## src/charger_event_params.svh

```systemverilog
// Constants of the charger event flag registers: offsets, bit positions.
// Included by the package and the design files; definitions only.
`ifndef CHARGER_EVENT_PARAMS_SVH
`define CHARGER_EVENT_PARAMS_SVH

// Register offsets
`define ADDR_INPUT_LIMIT_EVENTS   8'h0C
`define ADDR_DEVICE_EVENTS_TWO    8'h0D
`define ADDR_CHARGER_EVENTS       8'h0E
`define ADDR_THERMAL_EVENTS       8'h0F

// Flag reset value and read value of unmapped offsets
`define FLAGS_RESET               8'h00
`define UNMAPPED_READ             8'h00

// Input limit event register
`define BIT_INPUT_LIMIT           0

// Second device event register
`define BIT_BATTERY_PRESENCE      6
`define BIT_BYPASS_UVLO           4
`define BIT_SYSTEM_UVLO           3
`define BIT_CONVERTER_ILIM        2
`define BIT_CONVERTER_RUNAWAY     1
`define BIT_CONVERTER_PGOOD       0

// Charger event register
`define BIT_DIRECT_FAULT          7
`define BIT_LOW_POWER_RISE        6
`define BIT_LOW_POWER_FALL        5
`define BIT_CHARGER_STATE         4

// Thermal event register
`define BIT_THERMAL_CURRENT       6
`define BIT_THERMAL_VOLTAGE       5
`define BIT_THERMISTOR_STATE      4

// Widths of the multi-bit sources
`define CHARGER_STATE_W           4
`define THERMISTOR_STATE_W        3

`endif

```

## src/charger_event_pkg.sv

```systemverilog
// Types shared by the charger event flag design files.
// Assumes charger_event_params.svh is on the include path.
package charger_event_pkg;
  `include "charger_event_params.svh"

  // One event register
  typedef logic [7:0] event_byte_t;

  // Register address
  typedef logic [7:0] reg_addr_t;

  // Snapshot of every watched status source
  typedef struct packed {
    logic                                input_limit;
    logic                                battery_presence_request;
    logic                                bypass_undervoltage_lockout;
    logic                                system_undervoltage_lockout;
    logic                                converter_current_limit;
    logic                                converter_runaway;
    logic                                converter_power_good;
    logic                                direct_charge_fault;
    logic                                low_power_status;
    logic [`CHARGER_STATE_W-1:0]         charger_state_field;
    logic                                thermal_current_reduction;
    logic                                thermal_voltage_reduction;
    logic [`THERMISTOR_STATE_W-1:0]      thermistor_temperature_state;
  } status_t;
endpackage

```

## src/flag_bank_if.sv

```systemverilog
// Carrier between the register front end and one bank of event flags.
// Assumes both ends run on the same ref_clk.
`timescale 1ns/1ps
interface flag_bank_if;
  import charger_event_pkg::*;
  event_byte_t set_bits;  // Flags to set this cycle
  logic        clear;     // Register is being read
  event_byte_t flags;     // Current flag state

  modport owner (output set_bits, output clear, input flags);
  modport bank  (input set_bits, input clear, output flags);
endinterface

```

## src/event_flag_bank.sv

```systemverilog
// One clear-on-read register of sticky event flags.
// Assumes set bits arrive already masked to the implemented positions.
`timescale 1ns/1ps
`include "charger_event_params.svh"
module event_flag_bank
  import charger_event_pkg::*;
(
  input  wire logic ref_clk,
  input  wire logic rst,
  flag_bank_if.bank port
);

  // Sticky flags; a set in the clearing cycle survives the clear
  always_ff @(posedge ref_clk or posedge rst) begin
    if (rst) begin
      port.flags <= `FLAGS_RESET;
    end else begin
      port.flags <= (port.flags & ~{8{port.clear}}) | port.set_bits;
    end
  end

  set_wins_a: assert property (@(posedge ref_clk) disable iff (rst)
    (port.set_bits != 8'h00) |=> ((port.flags & $past(port.set_bits)) == $past(port.set_bits)))
    else $error("set bit lost in flag bank");

  clear_read_a: assert property (@(posedge ref_clk) disable iff (rst)
    port.clear |=> (port.flags == $past(port.set_bits)))
    else $error("read did not clear flag bank");

  hold_flags_a: assert property (@(posedge ref_clk) disable iff (rst)
    (!port.clear && port.set_bits == 8'h00) |=> $stable(port.flags))
    else $error("flags changed without cause");

endmodule

```

## src/charger_event_flag_registers.sv

```systemverilog
// Four clear-on-read event flag registers of the charger, 0x0C to 0x0F.
// Assumes status inputs are synchronous to ref_clk; strobes one cycle long.
//
// Operation
// - Input limit change flag at 0x0C
// - Device register 0x0D, bits 7,5 unused
// - Flag set on change, read clears
// - Bit 6: battery presence request change
// - Bit 4: bypass undervoltage change
// - Bit 1: converter runaway change
// - Bit 0: converter power good change
// - Charger event register at 0x0E
// - Bit 7: direct charge fault change
// - Separate low power rise, fall flags
// - Thermal register at 0x0F, bits 7,3-0 unused
// - Thermal current reduction change flag
// - Thermal voltage reduction change flag
// - Flag on any thermistor state change
`timescale 1ns/1ps
`include "charger_event_params.svh"
module charger_event_flag_registers
  import charger_event_pkg::*;
(
  input  wire logic                           ref_clk,
  input  wire logic                           rst,
  input  wire logic [7:0]                     addr,
  input  wire logic [7:0]                     wr_data,
  input  wire logic                           wr_en,
  input  wire logic                           rd_en,
  output      logic [7:0]                     rd_data,
  input  wire logic                           input_limit,
  input  wire logic                           battery_presence_request,
  input  wire logic                           bypass_undervoltage_lockout,
  input  wire logic                           system_undervoltage_lockout,
  input  wire logic                           converter_current_limit,
  input  wire logic                           converter_runaway,
  input  wire logic                           converter_power_good,
  input  wire logic                           direct_charge_fault,
  input  wire logic                           low_power_status,
  input  wire logic [`CHARGER_STATE_W-1:0]    charger_state_field,
  input  wire logic                           thermal_current_reduction,
  input  wire logic                           thermal_voltage_reduction,
  input  wire logic [`THERMISTOR_STATE_W-1:0] thermistor_temperature_state
);

  // Any bit of a field differs from its last sample
  function automatic logic changed(input logic [3:0] now_v, input logic [3:0] last_v);
    changed = (now_v != last_v);
  endfunction

  status_t     status_now;    // Present status sources
  status_t     status_last;   // Status one cycle ago
  logic        primed;        // Last sample is valid
  event_byte_t il_set;        // Sets for 0x0C
  event_byte_t dev_set;       // Sets for 0x0D
  event_byte_t chg_set;       // Sets for 0x0E
  event_byte_t thm_set;       // Sets for 0x0F

  flag_bank_if il_if ();
  flag_bank_if dev_if ();
  flag_bank_if chg_if ();
  flag_bank_if thm_if ();

  // Gather the sources into one snapshot
  always_comb begin
    status_now.input_limit                  = input_limit;
    status_now.battery_presence_request     = battery_presence_request;
    status_now.bypass_undervoltage_lockout  = bypass_undervoltage_lockout;
    status_now.system_undervoltage_lockout  = system_undervoltage_lockout;
    status_now.converter_current_limit      = converter_current_limit;
    status_now.converter_runaway            = converter_runaway;
    status_now.converter_power_good         = converter_power_good;
    status_now.direct_charge_fault          = direct_charge_fault;
    status_now.low_power_status             = low_power_status;
    status_now.charger_state_field          = charger_state_field;
    status_now.thermal_current_reduction    = thermal_current_reduction;
    status_now.thermal_voltage_reduction    = thermal_voltage_reduction;
    status_now.thermistor_temperature_state = thermistor_temperature_state;
  end

  // Previous sample; reset takes a constant, so the first cycle only primes
  always_ff @(posedge ref_clk or posedge rst) begin
    if (rst) begin
      status_last <= '0;
    end else begin
      status_last <= status_now;
    end
  end

  // Avoids a spurious event from the reset value of the last sample
  always_ff @(posedge ref_clk or posedge rst) begin
    if (rst) begin
      primed <= 1'b0;
    end else begin
      primed <= 1'b1;
    end
  end

  // Change detection per flag; unused positions stay zero
  always_comb begin
    il_set  = `FLAGS_RESET;
    dev_set = `FLAGS_RESET;
    chg_set = `FLAGS_RESET;
    thm_set = `FLAGS_RESET;
    if (primed) begin
      il_set[`BIT_INPUT_LIMIT] = changed({3'h0, status_now.input_limit},
                                         {3'h0, status_last.input_limit});
      dev_set[`BIT_BATTERY_PRESENCE] = changed({3'h0, status_now.battery_presence_request},
                                               {3'h0, status_last.battery_presence_request});
      dev_set[`BIT_BYPASS_UVLO] = changed({3'h0, status_now.bypass_undervoltage_lockout},
                                          {3'h0, status_last.bypass_undervoltage_lockout});
      dev_set[`BIT_SYSTEM_UVLO] = changed({3'h0, status_now.system_undervoltage_lockout},
                                          {3'h0, status_last.system_undervoltage_lockout});
      dev_set[`BIT_CONVERTER_ILIM] = changed({3'h0, status_now.converter_current_limit},
                                             {3'h0, status_last.converter_current_limit});
      dev_set[`BIT_CONVERTER_RUNAWAY] = changed({3'h0, status_now.converter_runaway},
                                                {3'h0, status_last.converter_runaway});
      dev_set[`BIT_CONVERTER_PGOOD] = changed({3'h0, status_now.converter_power_good},
                                              {3'h0, status_last.converter_power_good});
      chg_set[`BIT_DIRECT_FAULT] = changed({3'h0, status_now.direct_charge_fault},
                                           {3'h0, status_last.direct_charge_fault});
      chg_set[`BIT_LOW_POWER_RISE] = status_now.low_power_status & ~status_last.low_power_status;
      chg_set[`BIT_LOW_POWER_FALL] = ~status_now.low_power_status & status_last.low_power_status;
      chg_set[`BIT_CHARGER_STATE] = changed(status_now.charger_state_field,
                                            status_last.charger_state_field);
      thm_set[`BIT_THERMAL_CURRENT] = changed({3'h0, status_now.thermal_current_reduction},
                                              {3'h0, status_last.thermal_current_reduction});
      thm_set[`BIT_THERMAL_VOLTAGE] = changed({3'h0, status_now.thermal_voltage_reduction},
                                              {3'h0, status_last.thermal_voltage_reduction});
      thm_set[`BIT_THERMISTOR_STATE] = changed({1'b0, status_now.thermistor_temperature_state},
                                               {1'b0, status_last.thermistor_temperature_state});
    end
  end

  // Feed the banks; a read of a register clears the flags it returns
  always_comb begin
    il_if.set_bits  = il_set;
    dev_if.set_bits = dev_set;
    chg_if.set_bits = chg_set;
    thm_if.set_bits = thm_set;
    il_if.clear  = rd_en && (addr == `ADDR_INPUT_LIMIT_EVENTS);
    dev_if.clear = rd_en && (addr == `ADDR_DEVICE_EVENTS_TWO);
    chg_if.clear = rd_en && (addr == `ADDR_CHARGER_EVENTS);
    thm_if.clear = rd_en && (addr == `ADDR_THERMAL_EVENTS);
  end

  event_flag_bank il_bank  (.ref_clk(ref_clk), .rst(rst), .port(il_if.bank));
  event_flag_bank dev_bank (.ref_clk(ref_clk), .rst(rst), .port(dev_if.bank));
  event_flag_bank chg_bank (.ref_clk(ref_clk), .rst(rst), .port(chg_if.bank));
  event_flag_bank thm_bank (.ref_clk(ref_clk), .rst(rst), .port(thm_if.bank));

  // Read data register; zero outside a read so stale flags never linger
  always_ff @(posedge ref_clk or posedge rst) begin
    if (rst) begin
      rd_data <= `UNMAPPED_READ;
    end else if (!rd_en) begin
      rd_data <= `UNMAPPED_READ;
    end else if (addr == `ADDR_INPUT_LIMIT_EVENTS) begin
      rd_data <= il_if.flags;
    end else if (addr == `ADDR_DEVICE_EVENTS_TWO) begin
      rd_data <= dev_if.flags;
    end else if (addr == `ADDR_CHARGER_EVENTS) begin
      rd_data <= chg_if.flags;
    end else if (addr == `ADDR_THERMAL_EVENTS) begin
      rd_data <= thm_if.flags;
    end else begin
      rd_data <= `UNMAPPED_READ;
    end
  end

  // Writes have no target: every flag is read-only, so wr_data is ignored
  logic write_seen;  // Helper for the write check
  assign write_seen = wr_en & (|wr_data | ~(|wr_data));

  // Read returns the flags held at the strobe
  read_returns_a: assert property (@(posedge ref_clk) disable iff (rst)
    (rd_en && addr == `ADDR_CHARGER_EVENTS) |=> (rd_data == $past(chg_if.flags)))
    else $error("charger register read wrong");

  // Unimplemented positions never hold a flag
  unused_zero_a: assert property (@(posedge ref_clk) disable iff (rst)
    (il_if.flags[7:1] == 7'h00) && !dev_if.flags[7] && !dev_if.flags[5]
    && (chg_if.flags[3:0] == 4'h0) && !thm_if.flags[7] && (thm_if.flags[3:0] == 4'h0))
    else $error("unused flag bit set");

  // A write strobe has no path into any flag
  write_ignored_a: assert property (@(posedge ref_clk) disable iff (rst)
    (write_seen && !rd_en && il_set == 8'h00) |=> $stable(il_if.flags))
    else $error("write altered a flag");

  // Input limit change raises its flag one edge later
  input_change_a: assert property (@(posedge ref_clk) disable iff (rst)
    ($past(primed) && $changed(input_limit)) |=> il_if.flags[`BIT_INPUT_LIMIT])
    else $error("input limit change not flagged");

  // Rising low power edge sets only the rise flag
  rise_only_a: assert property (@(posedge ref_clk) disable iff (rst)
    (primed && $rose(low_power_status)) |=> (chg_if.flags[`BIT_LOW_POWER_RISE]
    && chg_if.flags[`BIT_LOW_POWER_FALL] == ($past(chg_if.flags[`BIT_LOW_POWER_FALL]) && !$past(chg_if.clear))))
    else $error("low power rise mishandled");

  // Falling low power edge sets only the fall flag
  fall_only_a: assert property (@(posedge ref_clk) disable iff (rst)
    (primed && $fell(low_power_status)) |=> (chg_if.flags[`BIT_LOW_POWER_FALL]
    && chg_if.flags[`BIT_LOW_POWER_RISE] == ($past(chg_if.flags[`BIT_LOW_POWER_RISE]) && !$past(chg_if.clear))))
    else $error("low power fall mishandled");

  // Any charger state bit change raises one flag
  state_change_a: assert property (@(posedge ref_clk) disable iff (rst)
    (primed && $changed(charger_state_field)) |=> chg_if.flags[`BIT_CHARGER_STATE])
    else $error("charger state change lost");

  // Change, one quiet cycle, then a read: the read must report it
  thermistor_change_a: assert property (@(posedge ref_clk) disable iff (rst)
    (primed && $changed(thermistor_temperature_state)) ##1 !(rd_en && addr == `ADDR_THERMAL_EVENTS)
    ##1 (rd_en && addr == `ADDR_THERMAL_EVENTS) |=> rd_data[`BIT_THERMISTOR_STATE])
    else $error("thermistor change not read");

  // Converter runaway change raises its flag
  runaway_change_a: assert property (@(posedge ref_clk) disable iff (rst)
    (primed && $changed(converter_runaway)) |=> dev_if.flags[`BIT_CONVERTER_RUNAWAY])
    else $error("runaway change not flagged");

  // Presence request change raises its flag
  presence_change_a: assert property (@(posedge ref_clk) disable iff (rst)
    (primed && $changed(battery_presence_request)) |=> dev_if.flags[`BIT_BATTERY_PRESENCE])
    else $error("presence change not flagged");

  // Bypass lockout change raises its flag
  bypass_change_a: assert property (@(posedge ref_clk) disable iff (rst)
    (primed && $changed(bypass_undervoltage_lockout)) |=> dev_if.flags[`BIT_BYPASS_UVLO])
    else $error("bypass lockout change not flagged");

  // System lockout change raises its flag
  system_change_a: assert property (@(posedge ref_clk) disable iff (rst)
    (primed && $changed(system_undervoltage_lockout)) |=> dev_if.flags[`BIT_SYSTEM_UVLO])
    else $error("system lockout change not flagged");

  // Converter current limit change raises its flag
  ilim_change_a: assert property (@(posedge ref_clk) disable iff (rst)
    (primed && $changed(converter_current_limit)) |=> dev_if.flags[`BIT_CONVERTER_ILIM])
    else $error("converter limit change not flagged");

  // Power good change raises its flag
  pgood_change_a: assert property (@(posedge ref_clk) disable iff (rst)
    (primed && $changed(converter_power_good)) |=> dev_if.flags[`BIT_CONVERTER_PGOOD])
    else $error("power good change not flagged");

  // Direct charge fault change raises its flag
  fault_change_a: assert property (@(posedge ref_clk) disable iff (rst)
    (primed && $changed(direct_charge_fault)) |=> chg_if.flags[`BIT_DIRECT_FAULT])
    else $error("direct fault change not flagged");

  // Thermal current reduction change raises its flag
  thermal_current_a: assert property (@(posedge ref_clk) disable iff (rst)
    (primed && $changed(thermal_current_reduction)) |=> thm_if.flags[`BIT_THERMAL_CURRENT])
    else $error("thermal current change not flagged");

  // Thermal voltage reduction change raises its flag
  thermal_voltage_a: assert property (@(posedge ref_clk) disable iff (rst)
    (primed && $changed(thermal_voltage_reduction)) |=> thm_if.flags[`BIT_THERMAL_VOLTAGE])
    else $error("thermal voltage change not flagged");

  // Read data stand one cycle only, then drop to zero
  idle_read_zero_a: assert property (@(posedge ref_clk) disable iff (rst)
    !rd_en |=> (rd_data == 8'h00))
    else $error("read data outside a read");

  // Unmapped offsets read zero, so software may probe them safely
  unmapped_read_a: assert property (@(posedge ref_clk) disable iff (rst)
    (rd_en && addr != `ADDR_INPUT_LIMIT_EVENTS && addr != `ADDR_DEVICE_EVENTS_TWO
    && addr != `ADDR_CHARGER_EVENTS && addr != `ADDR_THERMAL_EVENTS) |=> (rd_data == `UNMAPPED_READ))
    else $error("unmapped read not zero");

  // Main scenarios: flagged read, clash, fall edge, thermistor read, back-to-back reads
  read_set_cover: cover property (@(posedge ref_clk) disable iff (rst)
    (rd_en && addr == `ADDR_DEVICE_EVENTS_TWO) ##1 (rd_data != 8'h00));
  clash_cover: cover property (@(posedge ref_clk) disable iff (rst)
    il_if.clear && il_set != 8'h00);
  fall_cover: cover property (@(posedge ref_clk) disable iff (rst)
    chg_set[`BIT_LOW_POWER_FALL]);
  thermistor_read_cover: cover property (@(posedge ref_clk) disable iff (rst)
    (rd_en && addr == `ADDR_THERMAL_EVENTS) ##1 rd_data[`BIT_THERMISTOR_STATE]);
  back_to_back_cover: cover property (@(posedge ref_clk) disable iff (rst)
    rd_en ##1 rd_en);

endmodule

```

## config.mk

```make
export PLATFORM = sky130hd
export DESIGN_NAME = charger_event_flag_registers
export DESIGN_NICKNAME = d
export VERILOG_FILES = /design/src/charger_event_pkg.sv /design/src/flag_bank_if.sv /design/src/event_flag_bank.sv /design/src/charger_event_flag_registers.sv
export VERILOG_INCLUDE_DIRS = /design/src
export SDC_FILE = /design/constraint.sdc
export NUM_CORES = 1
export LEC_CHECK = 0
export BUFFER_PORTS_ARGS = -buffer_cell sky130_fd_sc_hd__buf_2
export CORE_ASPECT_RATIO = 1.2
export CORE_MARGIN = 2
export CORE_UTILIZATION = 33
export DETAILED_ROUTE_END_ITERATION = 16
export PLACE_DENSITY = 0.64
export SLEW_MARGIN = 20
export SYNTH_ARGS = -nofsm -noshare
export SYNTH_HDL_FRONTEND = slang
export SYNTH_SLANG_ARGS = --single-unit
```

## constraint.sdc

```tcl
create_clock -name ref_clk -period 2.3 [get_ports ref_clk]
set_input_delay 0.23 -clock ref_clk [delete_from_list [all_inputs] [get_ports ref_clk]]
set_output_delay 0.23 -clock ref_clk [all_outputs]
set_load 0.03 [all_outputs]
```

# ---- Yosys cells after proc, flatten, opt, wreduce, memory -nomap -nowiden
# Index checks and enable logic that the tools add are counted.
dict set report totals {
  ff_bits 59
  in_bits 38
}
dict set report classes {
  eq_ne 16
  muxes 10
  bitwise_logic 16
  n_reduce_logical 4
}
# cell n
set op_table {}
lappend op_table {{$mux 8} 5}
lappend op_table {{$and 8x8->8} 4}
lappend op_table {{$eq 8x4->1 const B} 4}
lappend op_table {{$not 8->8} 4}
lappend op_table {{$or 8x7->8} 2}
lappend op_table {{$ne 1x1->1} 10}
lappend op_table {{$or 8x1->8} 1}
lappend op_table {{$or 8x8->8} 1}
lappend op_table {{$mux 5} 1}
lappend op_table {{$logic_and 1x1->1} 4}
lappend op_table {{$mux 4} 1}
lappend op_table {{$ne 4x4->1} 1}
lappend op_table {{$mux 3} 1}
lappend op_table {{$ne 3x3->1} 1}
lappend op_table {{$and 1x1->1} 2}
lappend op_table {{$mux 1} 2}
lappend op_table {{$not 1->1} 2}

# ---- Depth between registers and ports, before layout
# Gate-level depths: netlist of the first run.
dict set report depth {
  word_depth 6
  mapped_depth 4
  mapped_depth_nobuf 3
}

# ---- Hierarchy
# Synthesis of the first run repeated with hierarchy kept, for this count alone.
dict set report hier_totals {
  hier_cells 161
  hier_area_um2 2331.0
}
# mod instances cells_each area_per_inst_um2 seq_area_each_um2
set modules_own_cells {}
lappend modules_own_cells {charger_event_flag_registers 1 89 1260.0 675.6}
lappend modules_own_cells {event_flag_bank 4 18 267.8 200.2}

# ---- Worst setup path before layout of the first run
# No wires, ideal clock.
dict set report synth_timing {
  path_type {input port to flip-flop}
  startpoint {input addr[5]}
  endpoint {register dev_bank.port.flags[0]}
  setup_ns 0.121
  arrival_time_ns 1.088
  required_time_ns 2.179
  setup_slack_ns 1.091
  cell_stages 3
  n_path_buf 0
  path_cell_list {nor3b_4 nand4b_4 a22o_1}
}
dict set report synth_via {
  elab_chain_cells 5
}
# item line
set synth_lines {}
lappend synth_lines {{start, declared} charger_event_flag_registers.sv:26} ;# input wire logic [7:0] addr,
lappend synth_lines {{$eq 8x4->1 (no source line)} -}
lappend synth_lines {{$logic_and 1x1->1} charger_event_flag_registers.sv:142} ;# dev_if.clear = rd_en && (addr == `ADDR_DEVICE_EVENTS_TWO);
lappend synth_lines {{$not 8->8} event_flag_bank.sv:18} ;# port.flags <= (port.flags & ~{8{port.clear}}) | port.set_bits;
lappend synth_lines {{$and 8x8->8} event_flag_bank.sv:18}
lappend synth_lines {{$or 8x7->8} event_flag_bank.sv:18}
lappend synth_lines {{end signal, assigned} event_flag_bank.sv:16} ;# port.flags <= `FLAGS_RESET;
lappend synth_lines {{end signal, assigned} event_flag_bank.sv:18}
lappend synth_lines {{end, declared} flag_bank_if.sv:11} ;# modport bank (input set_bits, input clear, output flags);
# No other way between the ends.

# ---- Worst setup path after layout of the first run
dict set report layout_timing {
  startpoint {input addr[5]}
  endpoint {register il_bank.port.flags[0]}
}
dict set report layout_via {
  elab_chain_cells 5
}
# item line
set layout_lines {}
lappend layout_lines {{$eq 8x4->1 (no source line)} -}
lappend layout_lines {{$logic_and 1x1->1} charger_event_flag_registers.sv:141} ;# il_if.clear = rd_en && (addr == `ADDR_INPUT_LIMIT_EVENTS);
lappend layout_lines {{$not 8->8} event_flag_bank.sv:18}
lappend layout_lines {{$and 8x8->8} event_flag_bank.sv:18}
lappend layout_lines {{$or 8x1->8} event_flag_bank.sv:18}
lappend layout_lines {{end signal, assigned} event_flag_bank.sv:16}
lappend layout_lines {{end signal, assigned} event_flag_bank.sv:18}
lappend layout_lines {{end, declared} flag_bank_if.sv:11}
# No other way between the ends.

==> qor.yml, run 1 <==
status: "finished, final reports clean"
multi_input_area_um2: 801
dieHeight_um: 95.6
slowest_stage: "nor3b_4"
crit_chain: "buf_2, nor3b_4, nand3_2, a22o_1"
drive_above_1_share: 0.301
skew_ns: 0.00743
ff2ff_setup_slack_ns: 1.13
wl_per_cell_um: 13.7
cts_sinks: 59
coreArea_um2: 6810
worst_pin_slew_ns: 0.642
max_freq_mhz: 855
insertion_delay_ns: 0.33
synth.avg_cell_area_um2: 14.4
setup_viol: 0
crit_type: "input port to flop"
die_w_um: 80.3
relSlewSlack: 0.571
cts_buffers: 9
leakage_uw: 0.00133
hp-start: "direct_charge_fault"
grt_max_degree: 31
synth_cell_types: 31
dp_slack_ns: 0.776
worstSetupEndpointType: "flop"
fin_crit_ns: 1.17
power_density_nw_per_um2: 820
max_stage_delay_ns: 0.50
gp_congestion: 0.728
drt_iter0_markers: 29
seq_area_um2: 1480
start_util: 0.338
rsz0062_at_grt: "no"
setup_tns_ns: 0
finalHoldViolations: 0
path_clk_slew_ns: 0.07
wirelength_um: 4050
synth_area_um2: 2310
r2r_end: "rd_data[6]$_DFF_PP0_"
die_area_um2: 7680
timing.final.crit_share: 0.508
seq_area_frac_synth: 0.640
place_area_um2: 2590
clockBufferDepth: 2
cp.required_ns: 2.52
viasPerCell: 4.66
post_cts_resize_count: 0
placementRows: 33
r2r_cells: 2
finalInstanceArea_um2: 2850
synth_cells: 160
cts_tree: "done"
first_global_vias: 1435
postCtsSetupRepairBufs: 0
p_total_uw: 2330
slew_viol_final: 0
r2r_start: "thm_bank.port.flags[6]$_DFF_PP0_"
grt_overflow: 0
grt.total_usage: 0.124
vdd_ir_drop_max_uv: 499
synth_fp_nets: 198
cts.htree.levels: 3
ys.flop_type: "dfrtp_1"
synth-async-reset-ratio: 1.00
drcViolationCount: 0
drt_pass1_iterations: 4
yosysWarningCount: 0
hold_depth: 1
diodes: 0
maxCapViolations: 0
holdPathEnd: "status_last[10]$_DFF_PP0_"
setup_slack_ns: 1.13
area_growth_pct: 23.4
final_nets: 242
antenna_found_initial: 0
io_buffer_count: 36
worst_hold_slack_ns: 0.0248
fillerInstances: 662
pin_count: 46
crit_fanout: 8
synth-seq-cells: 59
synth_edf_count: 0
postRouteAntennaNets: 0
start_kind: "input port"
vias: 1380
min_path_type: "input port to flop"
ctsRootBufferMaster: "clkbuf_8"
cts_hold_buf: 1
crit_arrival_ns: 1.39
dp_hpwl_um: 2820
grt_pass1_wl_um: 7000
==> area by class of cell <==
cell class / instances / area share
clock buffers: 11 / 0.0497
clock inverters: 5 / 0.0352
inverters: 2 / 0.00264
multi-input cells: 94 / 0.281
flip-flops and latches: 59 / 0.519
well taps: 87 / 0.0383
repair buffers: 38 / 0.0739
==> cells in the final DEF, fill, tap and decap left out, types with 2 or more instances in the layout <==
cell type  Yosys  routed
a22o_1        12      12
and2_1        18      18
and3_1         2       2
buf_2          2      36
bufinv_16      0       3
clkbuf_8       0      10
clkinv_2       0       2
dfrtp_1       59      59
mux2i_1        6       6
mux4_2         2       2
nand2_1        2       2
nand4b_4       2       2
nor2_1         2       2
nor3_1         5       5
nor4_1         6       6
o2bb2ai_1      6       6
or2_1          2       2
xnor2_1        7       7
xor2_1        10      10
==> worst max-delay path by stage <==
stage,start,end,slack [ns]
floorplan,rst,chg_bank.port.flags[0]$_DFF_PP0_,0.61
global placement,addr[5],dev_bank.port.flags[6]$_DFF_PP0_,0.81
detailed placement,addr[5],il_bank.port.flags[0]$_DFF_PP0_,0.78
CTS,addr[5],il_bank.port.flags[0]$_DFF_PP0_,1.13
global route,rst,status_last[13]$_DFF_PP0_,1.05
finish,addr[5],il_bank.port.flags[0]$_DFF_PP0_,1.13
==> layer usage <==
layer  GRT usage  routed length [µm]
met5           0                   0
met4      0.0890                 102
met3      0.0294                 173
met2       0.183                1840
met1       0.159                1930
==> power breakdown <==
group | internal, µW | total (µW) | leakage [µW] | switching [µW]
Combinational | 56.7 | 129 | 0.000499 | 72.4
Clock | 746 | 1130 | 0.000123 | 388
Sequential | 1060 | 1070 | 0.000708 | 11.9
==> state kept, by name, indices dropped and copies added (netlist names) <==
name                 flops
rd_data                  8
chg_bank.port.flags      8
thm_bank.port.flags      8
status_last             18
dev_bank.port.flags      8
primed                   1
il_bank.port.flags       8
==> stage by stage <==
step | utilization | std cells
floorplan | - | 160
global placement | 0.381 | 279
detailed placement | 0.381 | 279
CTS | 0.418 | 296
global route | 0.418 | 296
finish | 0.418 | 296
==> synth_stat cells, types with 2 or more instances <==
library cell | n | area (µm²)
nor4_1 | 6 | 37.5
clkbuf_1 | 2 | 7.51
and3_1 | 2 | 12.5
nor3_1 | 5 | 25.0
nor2_1 | 2 | 7.51
xnor2_1 | 7 | 61.3
dfrtp_1 | 59 | 1480
a22o_1 | 12 | 105
nand2_1 | 2 | 7.51
mux4_2 | 2 | 45.0
inv_1 | 2 | 7.51
and2_1 | 18 | 113
xor2_1 | 10 | 87.6
or2_1 | 2 | 12.5
mux2i_1 | 6 | 60.1
buf_2 | 2 | 10.0
nand4b_4 | 2 | 47.6
o2bb2ai_1 | 6 | 52.6
==> worst max-delay path: cells and delay by family <==
| family | cells | cell delay (ns) |
|---|---|---|
| compound gates | 1 | 0.28 |
| buf+inv | 1 | 0.12 |
| simple gates | 2 | 0.76 |
==> logic make-up after synthesis <==
family | Yosys count | synth area share
AO/OA/AOI/OAI | 19 | 0.0727
buffers and inverters | 7 | 0.0125
flip-flops | 59 | 0.640
AND/OR/NAND/NOR | 49 | 0.163
XOR/XNOR | 17 | 0.0646
other | 1 | 0.00163
multiplexers | 8 | 0.0456
Note: power is estimated with default switching activity, not from simulation.
==> inputs of run 2 (changes only) <==
==> constraint.sdc (replaced) <==
create_clock -name ref_clk -period 1.15 [get_ports ref_clk]
set_input_delay 0.115 -clock ref_clk [delete_from_list [all_inputs] [get_ports ref_clk]]
set_output_delay 0.115 -clock ref_clk [all_outputs]
set_load 0.03 [all_outputs]
==> run 2 against run 1 <==
Against the previous run: total power increased by 77%; setup slack got worse by 1.1 ns; global-route usage grew 0.44 points; clock power up 47%; critical path type is now flop to flop; critical endpoint is now rd_data[6]$_DFF_PP0_.
==> qor.yml, run 2 (synthesis gave the netlist of run 1 again) <==
status: "finished, final reports clean"
cts_tree: "done"
antenna_found_initial: 0  # unchanged
final_cell_mix: "dfrtp_1 (59), buf_2 (36), dlygate4sd3_1 (19)"
gp_congestion: 0.734  # +0.85%
clockPowerShare: 0.402  # -0.084
viasPerCell: 4.51  # -3.2%
worstSetupEndpointType: "flop"
dieHeight_um: 95.6  # unchanged
grt.total_usage: 0.128  # +0.00442
crit_arrival_ns: 1.35  # -0.04 ns
drcViolationCount: 0  # unchanged
cp.required_ns: 1.37  # -1.15 ns
die_w_um: 80.3  # unchanged
hp-start: "addr[0]"
finalHoldViolations: 0  # unchanged
seq_power_share: 0.518  # +0.059
coreArea_um2: 6810  # unchanged
slew_viol_final: 0  # unchanged
vdd_ir_drop_max_uv: 564  # +13%
layout_commonest_cell: "dfrtp_1"
die_area_um2: 7680  # unchanged
cts_sinks: 59  # unchanged
fin_crit_ns: 1.13
min_path_type: "input port to flop"
holdPathEnd: "rd_data[2]$_DFF_PP0_"
hold_depth: 3  # +2
diodes: 0  # unchanged
wl_per_cell_um: 13.2  # -3.1%
setup_tns_ns: 0  # unchanged
cts.htree.levels: 3  # unchanged
postRouteAntennaNets: 0  # unchanged
maxCapViolations: 0  # unchanged
drive_above_1_share: 0.312  # +0.0105
seq_area_um2: 1480  # unchanged
clockBufferDepth: 2  # unchanged
p_comb_frac: 0.080  # +0.025
final_nets: 267  # +10%
r2r_start: "thm_bank.port.flags[6]$_DFF_PP0_"
regMostFlops: "status_last"
crit_fanout: 2  # -6
fin_cells: 321  # +8.4%
placementRows: 33  # unchanged
skew_ns: 0.00782  # +0.000383 ns
cts_buffers: 9  # unchanged
grt_overflow: 0  # unchanged
rsz0062_at_grt: "no"
dp.cells: 286  # +2.5%
start_kind: "flop"
area_growth_pct: 31.9
start_util: 0.338  # unchanged
io_buffer_count: 36  # unchanged
switching_share: 0.233  # +0.0306
drt_iter0_markers: 66  # +130%
setup_viol: 0  # unchanged
dp_hpwl_um: 2970  # +5.5%
power_density_nw_per_um2: 1360  # +66%
grt_max_degree: 35  # +13%
fillerInstances: 632  # -4.5%
switchingPower_uw: 962  # +100%
leakage_uw: 0.00141  # +5.7%
path_clk_slew_ns: 0.06  # about the same
insertion_delay_ns: 0.33  # about the same
pin_count: 46  # unchanged
internal_power_uw: 3170  # +70%
multi_input_area_um2: 811  # +1.3%
first_global_vias: 1479  # +3.1%
ff2ff_setup_slack_ns: 0.02  # -1.11 ns
r2r_end: "rd_data[6]$_DFF_PP0_"
crit_type: "flop to flop"
ctsRootBufferMaster: "clkbuf_8"
r2r_cells: 2  # unchanged
grt_pass1_wl_um: 7290  # +4.1%
largest_reg_flops: 18  # unchanged
max_freq_mhz: 885
vias: 1448  # +4.9%
drt_pass1_iterations: 4  # unchanged
wirelength_um: 4250  # +5.1%
timing.final.crit_share: 0.983
run 2: changes by cell type in the layout (fill, tap and decap cells not counted), moves of 2 or more:
| cell | before | now |
|---|---|---|
| dlygate4sd3_1 | 1 | 19 |
| clkinvlp_4 | 0 | 2 |
| bufinv_16 | 3 | 0 |
| and3_1 | 2 | 0 |
| clkinv_2 | 2 | 4 |
| buf_4 | 0 | 6 |
| and3_4 | 0 | 2 |
run 2: what timing repair did:
action / CTS / global route
buffers inserted: 0 / 0
hold endpoints to repair: 33 / 0
hold buffers: 19 / 0
setup endpoints to repair: 0 / 2
gates resized for setup: 0 / 2
run 2: power groups by stage:
stage / combinational [µW] / sequential [µW] / clock [µW]
6_report: 330 / 2140 / 1660
5_1_grt: 365 / 2140 / 1830
4_1_cts: 335 / 2140 / 1720
3_5_place_dp: 286 / 2180 / 0
3_3_place_gp: 279 / 2180 / 0
2_1_floorplan: 158 / 2170 / 0
run 2: per-layer routing:
| layer | track usage | up-vias | routed length (µm) |
|---|---|---|---|
| li1 | - | 704 | - |
| met1 | 0.165 | 701 | 1970 |
| met2 | 0.194 | 33 | 2010 |
| met3 | 0.0313 | 10 | 160 |
| met4 | 0.0805 | 0 | 106 |
| met5 | 0 | - | 0 |
run 2: worst max path at each step:
| stage | start | end | slack (ns) | depth (start not counted) |
|---|---|---|---|---|
| final | thm_bank.port.flags[6]$_DFF_PP0_ | rd_data[6]$_DFF_PP0_ | 0.02 | 2 |
| after global routing | il_bank.port.flags[6]$_DFF_PP0_ | rd_data[6]$_DFF_PP0_ | 0.005 | 2 |
| after CTS | thm_bank.port.flags[6]$_DFF_PP0_ | rd_data[6]$_DFF_PP0_ | 0.005 | 2 |
| after detailed placement | addr[6] | chg_bank.port.flags[7]$_DFF_PP0_ | -0.14 | 4 |
| after global placement | addr[6] | thm_bank.port.flags[4]$_DFF_PP0_ | -0.13 | 4 |
| after floorplan | addr[5] | dev_bank.port.flags[0]$_DFF_PP0_ | 0.06 | 3 |
run 2: final cells by class:
cell class,count,area share
Multi-Input combinational cell,94,0.267
Timing Repair Buffer,63,0.150
Inverter,2,0.00370
Tap cell,87,0.0358
Clock buffer,11,0.0498
Clock inverter,5,0.00905
Sequential cell,59,0.485
run 2: per-stage QoR:
stage	cell area [µm²]	power, µW	setup WS (ns)	util	hold WS [ns]
floorplan	2310	2330	0.0565	-	0.146
detailed placement	2660	2460	-0.143	0.391	0.127
CTS	3030	4190	0.00460	0.445	0.228
global placement	2660	2460	-0.131	0.391	0.121
global route	3040	4340	0.00490	0.446	0.260
finish	3040	4130	0.0201	0.446	0.248
run 2: critical path: stages, from the launching register on:
cell and delay (ns):
dfrtp_1 0.38, mux4_2 0.49, and3_4 0.16
